**src/hdl/dma_fa_pkg.sv**
```systemverilog
// offsets, field positions, reset values and states of the full address
// mode transfer channel; shared by the design and its bench
package dma_fa_pkg;
  // register byte offsets on the register bus
  localparam logic [7:0] OFF_SRC = 8'h00;
  localparam logic [7:0] OFF_DST = 8'h04;
  localparam logic [7:0] OFF_CNTA = 8'h08;
  localparam logic [7:0] OFF_CNTB = 8'h0c;
  localparam logic [7:0] OFF_CTRL = 8'h10;
  localparam logic [7:0] OFF_MCTL = 8'h14;
  // source side control fields
  localparam int CTL_EN = 7;
  localparam int CTL_SZ = 6;
  localparam int CTL_DIR = 5;
  localparam int CTL_STEP = 4;
  localparam int CTL_IE = 3;
  localparam int CTL_SELHI = 2;
  localparam int CTL_SELMID = 1;
  localparam int CTL_BLK = 0;
  // master control fields
  localparam int MCT_ME = 7;
  localparam int MCT_AUTO = 0;
  localparam logic [7:0] CTRL_RST = 8'h00;
  localparam logic [7:0] MCTL_RST = 8'h00;
  // address register layout: low 24 bits stored, top byte reserved
  localparam int ADDR_W = 24;
  localparam logic [7:0] ADDR_TOP = 8'h00;
  localparam logic [ADDR_W-1:0] STEP_BYTE = 24'h000001;
  localparam logic [ADDR_W-1:0] STEP_WORD = 24'h000002;
  localparam int CNT_W = 16;
  localparam logic [7:0] SZ_ONE = 8'h01;
  localparam logic [CNT_W-1:0] CNT_ONE = 16'h0001;
  localparam int SYNC_STAGES = 2;
  // transfer sequencer states
  typedef enum logic [1:0] {
    ST_IDLE = 2'b00,
    ST_READ = 2'b01,
    ST_WRITE = 2'b10,
    ST_UPDATE = 2'b11
  } xfer_state_t;
endpackage

```
**src/hdl/dma_full_address_channel.sv**
```systemverilog
// one transfer channel in full address mode with a classic wishbone slave
// for its registers and a simple read-then-write master on the system bus.
// assumes clk_i at 10 MHz; nmi_i, standby_i and dreq_i come from pins.
//
// The implementer's own choices: the placing of the registers and the Wishbone slave port.
`timescale 1ns/1ps
module dma_full_address_channel (
  input wire logic clk_i,
  input wire logic rst_i,
  // register bus
  input wire logic wb_cyc_i,
  input wire logic wb_stb_i,
  input wire logic wb_we_i,
  input wire logic [7:0] wb_adr_i,
  input wire logic [3:0] wb_sel_i,
  input wire logic [31:0] wb_dat_i,
  output logic [31:0] wb_dat_o,
  output logic wb_ack_o,
  // pins
  input wire logic nmi_i,
  input wire logic standby_i,
  input wire logic dreq_i,
  // system bus master
  output logic mem_cyc_o,
  output logic mem_we_o,
  output logic mem_word_o,
  output logic [dma_fa_pkg::ADDR_W-1:0] mem_adr_o,
  output logic [15:0] mem_dat_o,
  input wire logic [15:0] mem_dat_i,
  input wire logic mem_ack_i,
  output logic end_irq_o
);
  import dma_fa_pkg::*;

  logic [ADDR_W-1:0] src_r;
  logic [ADDR_W-1:0] dst_r;
  logic [CNT_W-1:0] cnta_r;
  logic [CNT_W-1:0] cntb_r;
  logic [7:0] ctrl_r;
  logic [7:0] mctl_r;
  logic irq_r;
  logic ack_r;
  logic [31:0] rdat_r;
  xfer_state_t state_r;
  logic [SYNC_STAGES-1:0] nmi_sync_r;
  logic [SYNC_STAGES-1:0] stby_sync_r;
  logic [SYNC_STAGES-1:0] dreq_sync_r;
  logic nmi_d_r;
  logic nmi_s, stby_s, dreq_s, nmi_rise;
  logic wr_en, wr_src, wr_dst, wr_cnta, wr_cntb, wr_ctrl, wr_mctl;
  logic full_mode, blk_mode, run, req, last, end_evt;
  logic [ADDR_W-1:0] step;
  logic [31:0] src_word, dst_word, cnta_word, cntb_word;
  logic [31:0] src_mrg, dst_mrg, cnta_mrg, cntb_mrg;

  // merge written bytes into an old register image
  function automatic logic [31:0] merge(input logic [31:0] old,
      input logic [31:0] d, input logic [3:0] sel);
    logic [31:0] m;
    m = old;
    for (int i = 0; i < 4; i++) begin
      if (sel[i]) begin
        m[8*i +: 8] = d[8*i +: 8];
      end
    end
    return m;
  endfunction

  // two flip-flop synchronisers for the pins
  always_ff @(posedge clk_i) begin
    if (rst_i) begin
      nmi_sync_r <= '0;
      stby_sync_r <= '0;
      dreq_sync_r <= '0;
      nmi_d_r <= 1'b0;
    end else begin
      nmi_sync_r <= {nmi_sync_r[0], nmi_i};
      stby_sync_r <= {stby_sync_r[0], standby_i};
      dreq_sync_r <= {dreq_sync_r[0], dreq_i};
      nmi_d_r <= nmi_sync_r[1];
    end
  end
  assign nmi_s = nmi_sync_r[1];
  assign stby_s = stby_sync_r[1];
  assign dreq_s = dreq_sync_r[1];
  assign nmi_rise = nmi_s & ~nmi_d_r;

  // register bus decode; write lands on the acknowledging request
  assign wr_en = wb_cyc_i & wb_stb_i & wb_we_i & ~ack_r;
  assign wr_src = wr_en & (wb_adr_i == OFF_SRC);
  assign wr_dst = wr_en & (wb_adr_i == OFF_DST);
  assign wr_cnta = wr_en & (wb_adr_i == OFF_CNTA);
  assign wr_cntb = wr_en & (wb_adr_i == OFF_CNTB);
  assign wr_ctrl = wr_en & (wb_adr_i == OFF_CTRL) & wb_sel_i[0];
  assign wr_mctl = wr_en & (wb_adr_i == OFF_MCTL) & wb_sel_i[0];

  // channel mode and enable
  assign full_mode = ctrl_r[CTL_SELHI] & ctrl_r[CTL_SELMID];
  assign blk_mode = ctrl_r[CTL_BLK];
  assign run = full_mode & ctrl_r[CTL_EN] & mctl_r[MCT_ME];
  assign req = mctl_r[MCT_AUTO] | dreq_s;
  assign step = ctrl_r[CTL_SZ] ? STEP_WORD : STEP_BYTE;
  assign last = blk_mode ? (cnta_r[15:8] == SZ_ONE && cntb_r == CNT_ONE)
                         : (cnta_r == CNT_ONE);
  assign end_evt = (state_r == ST_UPDATE) & last & ~stby_s;

  // register images; the top address byte never stores anything
  assign src_word = {ADDR_TOP, src_r};
  assign dst_word = {ADDR_TOP, dst_r};
  assign cnta_word = {16'h0000, cnta_r};
  assign cntb_word = {16'h0000, cntb_r};

  // images after a software write, byte enables applied
  assign src_mrg = merge(src_word, wb_dat_i, wb_sel_i);
  assign dst_mrg = merge(dst_word, wb_dat_i, wb_sel_i);
  assign cnta_mrg = merge(cnta_word, wb_dat_i, wb_sel_i);
  assign cntb_mrg = merge(cntb_word, wb_dat_i, wb_sel_i);

  // bus acknowledge, one cycle per request
  always_ff @(posedge clk_i) begin
    if (rst_i) begin
      ack_r <= 1'b0;
    end else begin
      ack_r <= wb_cyc_i & wb_stb_i & ~ack_r;
    end
  end
  assign wb_ack_o = ack_r;

  // read data; unmapped offsets read zero
  always_ff @(posedge clk_i) begin
    if (rst_i) begin
      rdat_r <= '0;
    end else if (wb_adr_i == OFF_SRC) begin
      rdat_r <= src_word;
    end else if (wb_adr_i == OFF_DST) begin
      rdat_r <= dst_word;
    end else if (wb_adr_i == OFF_CNTA) begin
      rdat_r <= cnta_word;
    end else if (wb_adr_i == OFF_CNTB) begin
      rdat_r <= cntb_word;
    end else if (wb_adr_i == OFF_CTRL) begin
      rdat_r <= {24'h000000, ctrl_r};
    end else if (wb_adr_i == OFF_MCTL) begin
      rdat_r <= {24'h000000, mctl_r};
    end else begin
      rdat_r <= '0;
    end
  end
  assign wb_dat_o = rdat_r;

  // source address: no reset, software write wins over stepping
  always_ff @(posedge clk_i) begin
    if (wr_src) begin
      src_r <= src_mrg[ADDR_W-1:0];
    end else if (state_r == ST_UPDATE && ctrl_r[CTL_STEP]) begin
      if (ctrl_r[CTL_DIR]) begin
        src_r <= src_r - step;
      end else begin
        src_r <= src_r + step;
      end
    end
  end

  // destination address: held fixed, no reset
  always_ff @(posedge clk_i) begin
    if (wr_dst) begin
      dst_r <= dst_mrg[ADDR_W-1:0];
    end
  end

  // transfer and block size counter, no reset
  always_ff @(posedge clk_i) begin
    if (wr_cnta) begin
      cnta_r <= cnta_mrg[CNT_W-1:0];
    end else if (state_r == ST_UPDATE) begin
      if (!blk_mode) begin
        cnta_r <= cnta_r - CNT_ONE;
      end else if (cnta_r[15:8] == SZ_ONE) begin
        cnta_r[15:8] <= cnta_r[7:0];
      end else begin
        cnta_r[15:8] <= cnta_r[15:8] - SZ_ONE;
      end
    end
  end

  // block counter, counted down only in block mode, no reset
  always_ff @(posedge clk_i) begin
    if (wr_cntb) begin
      cntb_r <= cntb_mrg[CNT_W-1:0];
    end else if (state_r == ST_UPDATE && blk_mode &&
                 cnta_r[15:8] == SZ_ONE) begin
      cntb_r <= cntb_r - CNT_ONE;
    end
  end

  // source side control; end of transfer clear wins over a write
  always_ff @(posedge clk_i) begin
    if (rst_i || stby_s) begin
      ctrl_r <= CTRL_RST;
    end else begin
      if (wr_ctrl) begin
        ctrl_r <= wb_dat_i[7:0];
      end
      if (end_evt) begin
        ctrl_r[CTL_EN] <= 1'b0;
      end
    end
  end

  // master control; nmi clear wins over a write
  always_ff @(posedge clk_i) begin
    if (rst_i || stby_s) begin
      mctl_r <= MCTL_RST;
    end else begin
      if (wr_mctl) begin
        mctl_r <= wb_dat_i[7:0];
      end
      if (nmi_rise) begin
        mctl_r[MCT_ME] <= 1'b0;
      end
    end
  end

  // end interrupt: set on enable clear, held until a control write sets enable or clears ie, or standby
  always_ff @(posedge clk_i) begin
    if (rst_i || stby_s) begin
      irq_r <= 1'b0;
    end else if (end_evt && ctrl_r[CTL_IE] && !(wr_ctrl &&
                 !wb_dat_i[CTL_IE])) begin
      irq_r <= 1'b1;
    end else if (wr_ctrl && (wb_dat_i[CTL_EN] || !wb_dat_i[CTL_IE])) begin
      irq_r <= 1'b0;
    end
  end
  assign end_irq_o = irq_r;

  // sequencer: read source, write destination, then update counters
  always_ff @(posedge clk_i) begin
    if (rst_i || stby_s) begin
      state_r <= ST_IDLE;
      mem_cyc_o <= 1'b0;
      mem_we_o <= 1'b0;
      mem_word_o <= 1'b0;
      mem_adr_o <= '0;
      mem_dat_o <= '0;
    end else begin
      case (state_r)
        ST_IDLE: begin
          if (run && req) begin
            state_r <= ST_READ;
            mem_cyc_o <= 1'b1;
            mem_we_o <= 1'b0;
            mem_word_o <= ctrl_r[CTL_SZ];
            mem_adr_o <= src_r;
          end
        end
        ST_READ: begin
          if (mem_ack_i) begin
            state_r <= ST_WRITE;
            mem_we_o <= 1'b1;
            mem_adr_o <= dst_r;
            mem_dat_o <= mem_dat_i;
          end
        end
        ST_WRITE: begin
          if (mem_ack_i) begin
            state_r <= ST_UPDATE;
            mem_cyc_o <= 1'b0;
            mem_we_o <= 1'b0;
          end
        end
        default: begin
          state_r <= ST_IDLE;
        end
      endcase
    end
  end
endmodule // dma_full_address_channel

```
**config.mk**
```make
export PLATFORM = sky130hd
export DESIGN_NAME = dma_full_address_channel
export DESIGN_NICKNAME = d
export VERILOG_FILES = /design/src/hdl/dma_fa_pkg.sv /design/src/hdl/dma_full_address_channel.sv
export SDC_FILE = /design/constraint.sdc
export NUM_CORES = 1
export LEC_CHECK = 0
export BUFFER_PORTS_ARGS = -buffer_cell sky130_fd_sc_hd__buf_2
export CORE_MARGIN = 5
export CORE_UTILIZATION = 25
export DETAILED_ROUTE_END_ITERATION = 10
export PLACE_DENSITY = 0.5
export SLEW_MARGIN = 10
export SYNTH_ARGS = -nofsm -noshare
export SYNTH_HDL_FRONTEND = slang
export SYNTH_SLANG_ARGS = --single-unit
```
**constraint.sdc**
```tcl
create_clock -name clk_i -period 6.37 [get_ports clk_i]
set_input_delay 0.9555 -clock clk_i [delete_from_list [all_inputs] [get_ports clk_i]]
set_output_delay 0.9555 -clock clk_i [all_outputs]
set_load 0.02 [all_outputs]
```
==> flow_summary.json <==
{
  "async_flop_share_pct": 0,
  "hp-class": "flip-flop to flip-flop",
  "drtIter0Drc": 519,
  "p_clk_share_pct": 45.0,
  "ios": 146,
  "path_cells": "buf_2, or4_4, nor3_2, and2_1, nand2_4, and3_1, a21o_1",
  "antenna_found_initial": 4,
  "firstDrtPassIters": 5,
  "worst_clock_skew_ns": 0.0118,
  "clkTransAtPathRegs_ns": 0.07,
  "startpoint_type": "primary input",
  "core_area_mm2": 0.0366,
  "p_comb_share_pct": 3.5,
  "drc": 0,
  "fmax_ghz": 0.287,
  "syn_to_final_growth_pct": 16.8,
  "yosysUniqueCellTypes": 72,
  "cts_setup_buffers": 0,
  "critical_path_required_ns": 6.52,
  "finalCritPeriodShare_pct": 54.8,
  "numCtsBuffers": 17,
  "fin_crit_ns": 3.49,
  "clockRootBuffer": "clkbuf_16",
  "p_seq_share_pct": 51.5,
  "cpMaxStageDelayCell": "or4_4",
  "use_met2_pct": 21.8,
  "die_x_um": 202,
  "cts_tree": "yes",
  "avgViaCountPerCell": 4.87,
  "leakage_nw": 4.00,
  "place_hpwl_mm": 20.9,
  "peakVddDrop_v": 0.000152,
  "tightest_slew_ns": 1.18,
  "synth_edf_count": 80,
  "p_sw_mw": 0.536,
  "rsz0062_at_grt": "no",
  "max_stage_delay_ns": 0.60,
  "p_int_mw": 1.72,
  "ys_ff_latch": 174,
  "reg2reg_depth": 8,
  "grt_pass1_wl_mm": 42.8,
  "vias": 7512,
  "h-tree-depth": 4,
  "num_rows": 70,
  "reg2reg_from": "ctrl_r[5]",
  "grt_pass1_vias": 7150,
  "cp_max_fo": 35,
  "gr-total-overflow": 0,
  "min_path_cells": 1,
  "nFillCells": 3890,
  "p_sw_share_pct": 23.7,
  "min_to": "dreq_sync_r[1]",
  "syn_inst": 961,
  "dieArea_mm2": 0.0410,
  "routed_wl_mm": 27.8,
  "hold_start": "dreq_sync_r[0]",
  "wire_per_inst_um": 18.1,
  "final_common_cell": "buf_2",
  "end_kind": "flip-flop",
  "cts.repair.resized": 0,
  "hold_violations": 0,
  "p_per_area_mw_per_mm2": 209,
  "dp_cells": 1509,
  "final_cell_mix": "128 x buf_2, 124 x nor2_1, 94 x nand2_1, 94 x dfxtp_1, 89 x a21oi_1",
  "nets": 1164,
  "syn_area_mm2": 0.00926,
  "path_class": "primary input to flip-flop",
  "setup_tns_ns": 0,
  "clock_latency_ns": 0.44,
  "setup_viol": 0,
  "drtAntennaViolNets": 0,
  "layoutNonFillerInstCount": 1542,
  "io_buffers": 128,
  "design_area_mm2": 0.0108,
  "rr_endpoint": "src_r[22]",
  "grt-busiest-layer": "met2",
  "rrSetupSlack_ns": 2.90,
  "place_congestion": 0.837,
  "grt_usage_pct": 13.3,
  "drive_gt1_share_pct": 18.6,
  "die_y_um": 202,
  "grt_max_degree": 63,
  "syn_area_per_cell_um2": 9.64,
  "ys.flop_type": "dfxtp_1",
  "maxCapViolCount": 0,
  "arrival_ns": 3.64,
  "path_buf_inv": 1,
  "clk_path_buf_depth": 2,
  "cts_hold_buf": 0,
  "drv_slew": 0,
  "status": "finished clean",
  "critical_path.top_delay_family": "simple AND/OR/NAND/NOR gates",
  "ys_seq_area_share_pct": 46.3,
  "dpl_cell_area_mm2": 0.0103,
  "cts.sinks": 174,
  "gr-usage-met1_pct": 18.0,
  "initial_utilization_pct": 25.3,
  "gr-usage-met3_pct": 3.15,
  "synth_warnings": 0,
  "slew_headroom_pct": 20.5
}
layer usage:
| metal | routed length, um | part of all wire, % | up-vias |
|---|---|---|---|
| li1 | - | - | 3677 |
| met1 | 12800 | 46 | 3582 |
| met2 | 13000 | 47 | 217 |
| met3 | 1640 | 5.9 | 32 |
| met4 | 407 | 1.5 | 4 |
| met5 | 27 | 0.097 | - |
power groups by stage:
stage | logic (mW) | registers (mW) | clock network [mW]
2_1_floorplan | 0.0360 | 1.19 | 0
3_3_place_gp | 0.0781 | 1.19 | 0
3_5_place_dp | 0.0784 | 1.19 | 0
4_1_cts | 0.0789 | 1.16 | 1.05
5_1_grt | 0.0841 | 1.16 | 1.10
6_report | 0.0783 | 1.16 | 1.02
flip-flops by register name, indices dropped and copies added (netlist names), 2 cells and up:
register,count
state_r,2
wb_dat_o,24
mctl_r,8
nmi_sync_r,2
stby_sync_r,2
cntb_r,16
cnta_r,16
dreq_sync_r,2
src_r,24
ctrl_r,8
mem_adr_o,24
dst_r,24
mem_dat_o,16
stage by stage:
step           setup WS, ns  power [mW]  util, %  hold WS (ns)
2_1_floorplan          3.02        1.23        -         0.414
3_3_place_gp           2.17        1.27     28.0         0.425
3_5_place_dp           2.16        1.27     28.0         0.422
4_1_cts                2.61        2.29     29.5         0.440
5_1_grt                2.75        2.34     29.5         0.460
6_report               2.88        2.26     29.6         0.437
worst max path at each step:
stage	startpoint	depth (start not counted)	slack, ns	endpoint
floorplan	wb_adr_i[5]	7	3.02	cntb_r[0]
global placement	wb_adr_i[5]	6	2.17	cntb_r[12]
CTS	wb_adr_i[5]	6	2.61	cntb_r[13]
detailed placement	wb_adr_i[5]	6	2.16	cntb_r[2]
global route	ctrl_r[5]	8	2.75	src_r[22]
finish	wb_adr_i[5]	7	2.88	src_r[3]
synth_stat cells (11+ instances only):
cell      number  area, um^2
nor3_1        19        95.1
xor2_1        16         140
a21oi_1       89         445
clkbuf_1      26        97.6
a31oi_1       13        81.3
nand3_1       14        70.1
buf_4         11        82.6
edfxtp_1      80        2400
inv_1         15        56.3
nor2_1       124         465
a22oi_1       19         143
mux2i_1       44         440
nand2_1       94         353
o21ai_0       37         185
a211oi_1      28         210
dfxtp_1       94        1880
ha_1          34         425
xnor2_1       24         210
a21o_1        11        82.6
nor2b_1       26         163
buf_2         13        65.1
kinds of logic after synthesis:
group	Yosys count	synth area share [%]
and+or+nand+nor	349	18.5
AOI/OAI and AO/OA	230	15.3
DFF	174	46.3
buffers and inverters	75	3.92
muxes	57	7.31
xor gates and xnor gates	40	3.78
adders and majority gates	35	4.81
other	1	0.0405
area by class of cell:
cell class	count	area (um^2)	area share (%)
Sequential cell	174	4280	39.6
Clock inverter	12	103	0.948
Multi-Input combinational cell	719	4650	43.0
Antenna cell	1	2.50	0.0231
Clock buffer	20	458	4.23
Inverter	15	56.3	0.520
Tap cell	468	586	5.41
Timing Repair Buffer	133	678	6.27
(Power assumes the default switching activity.)
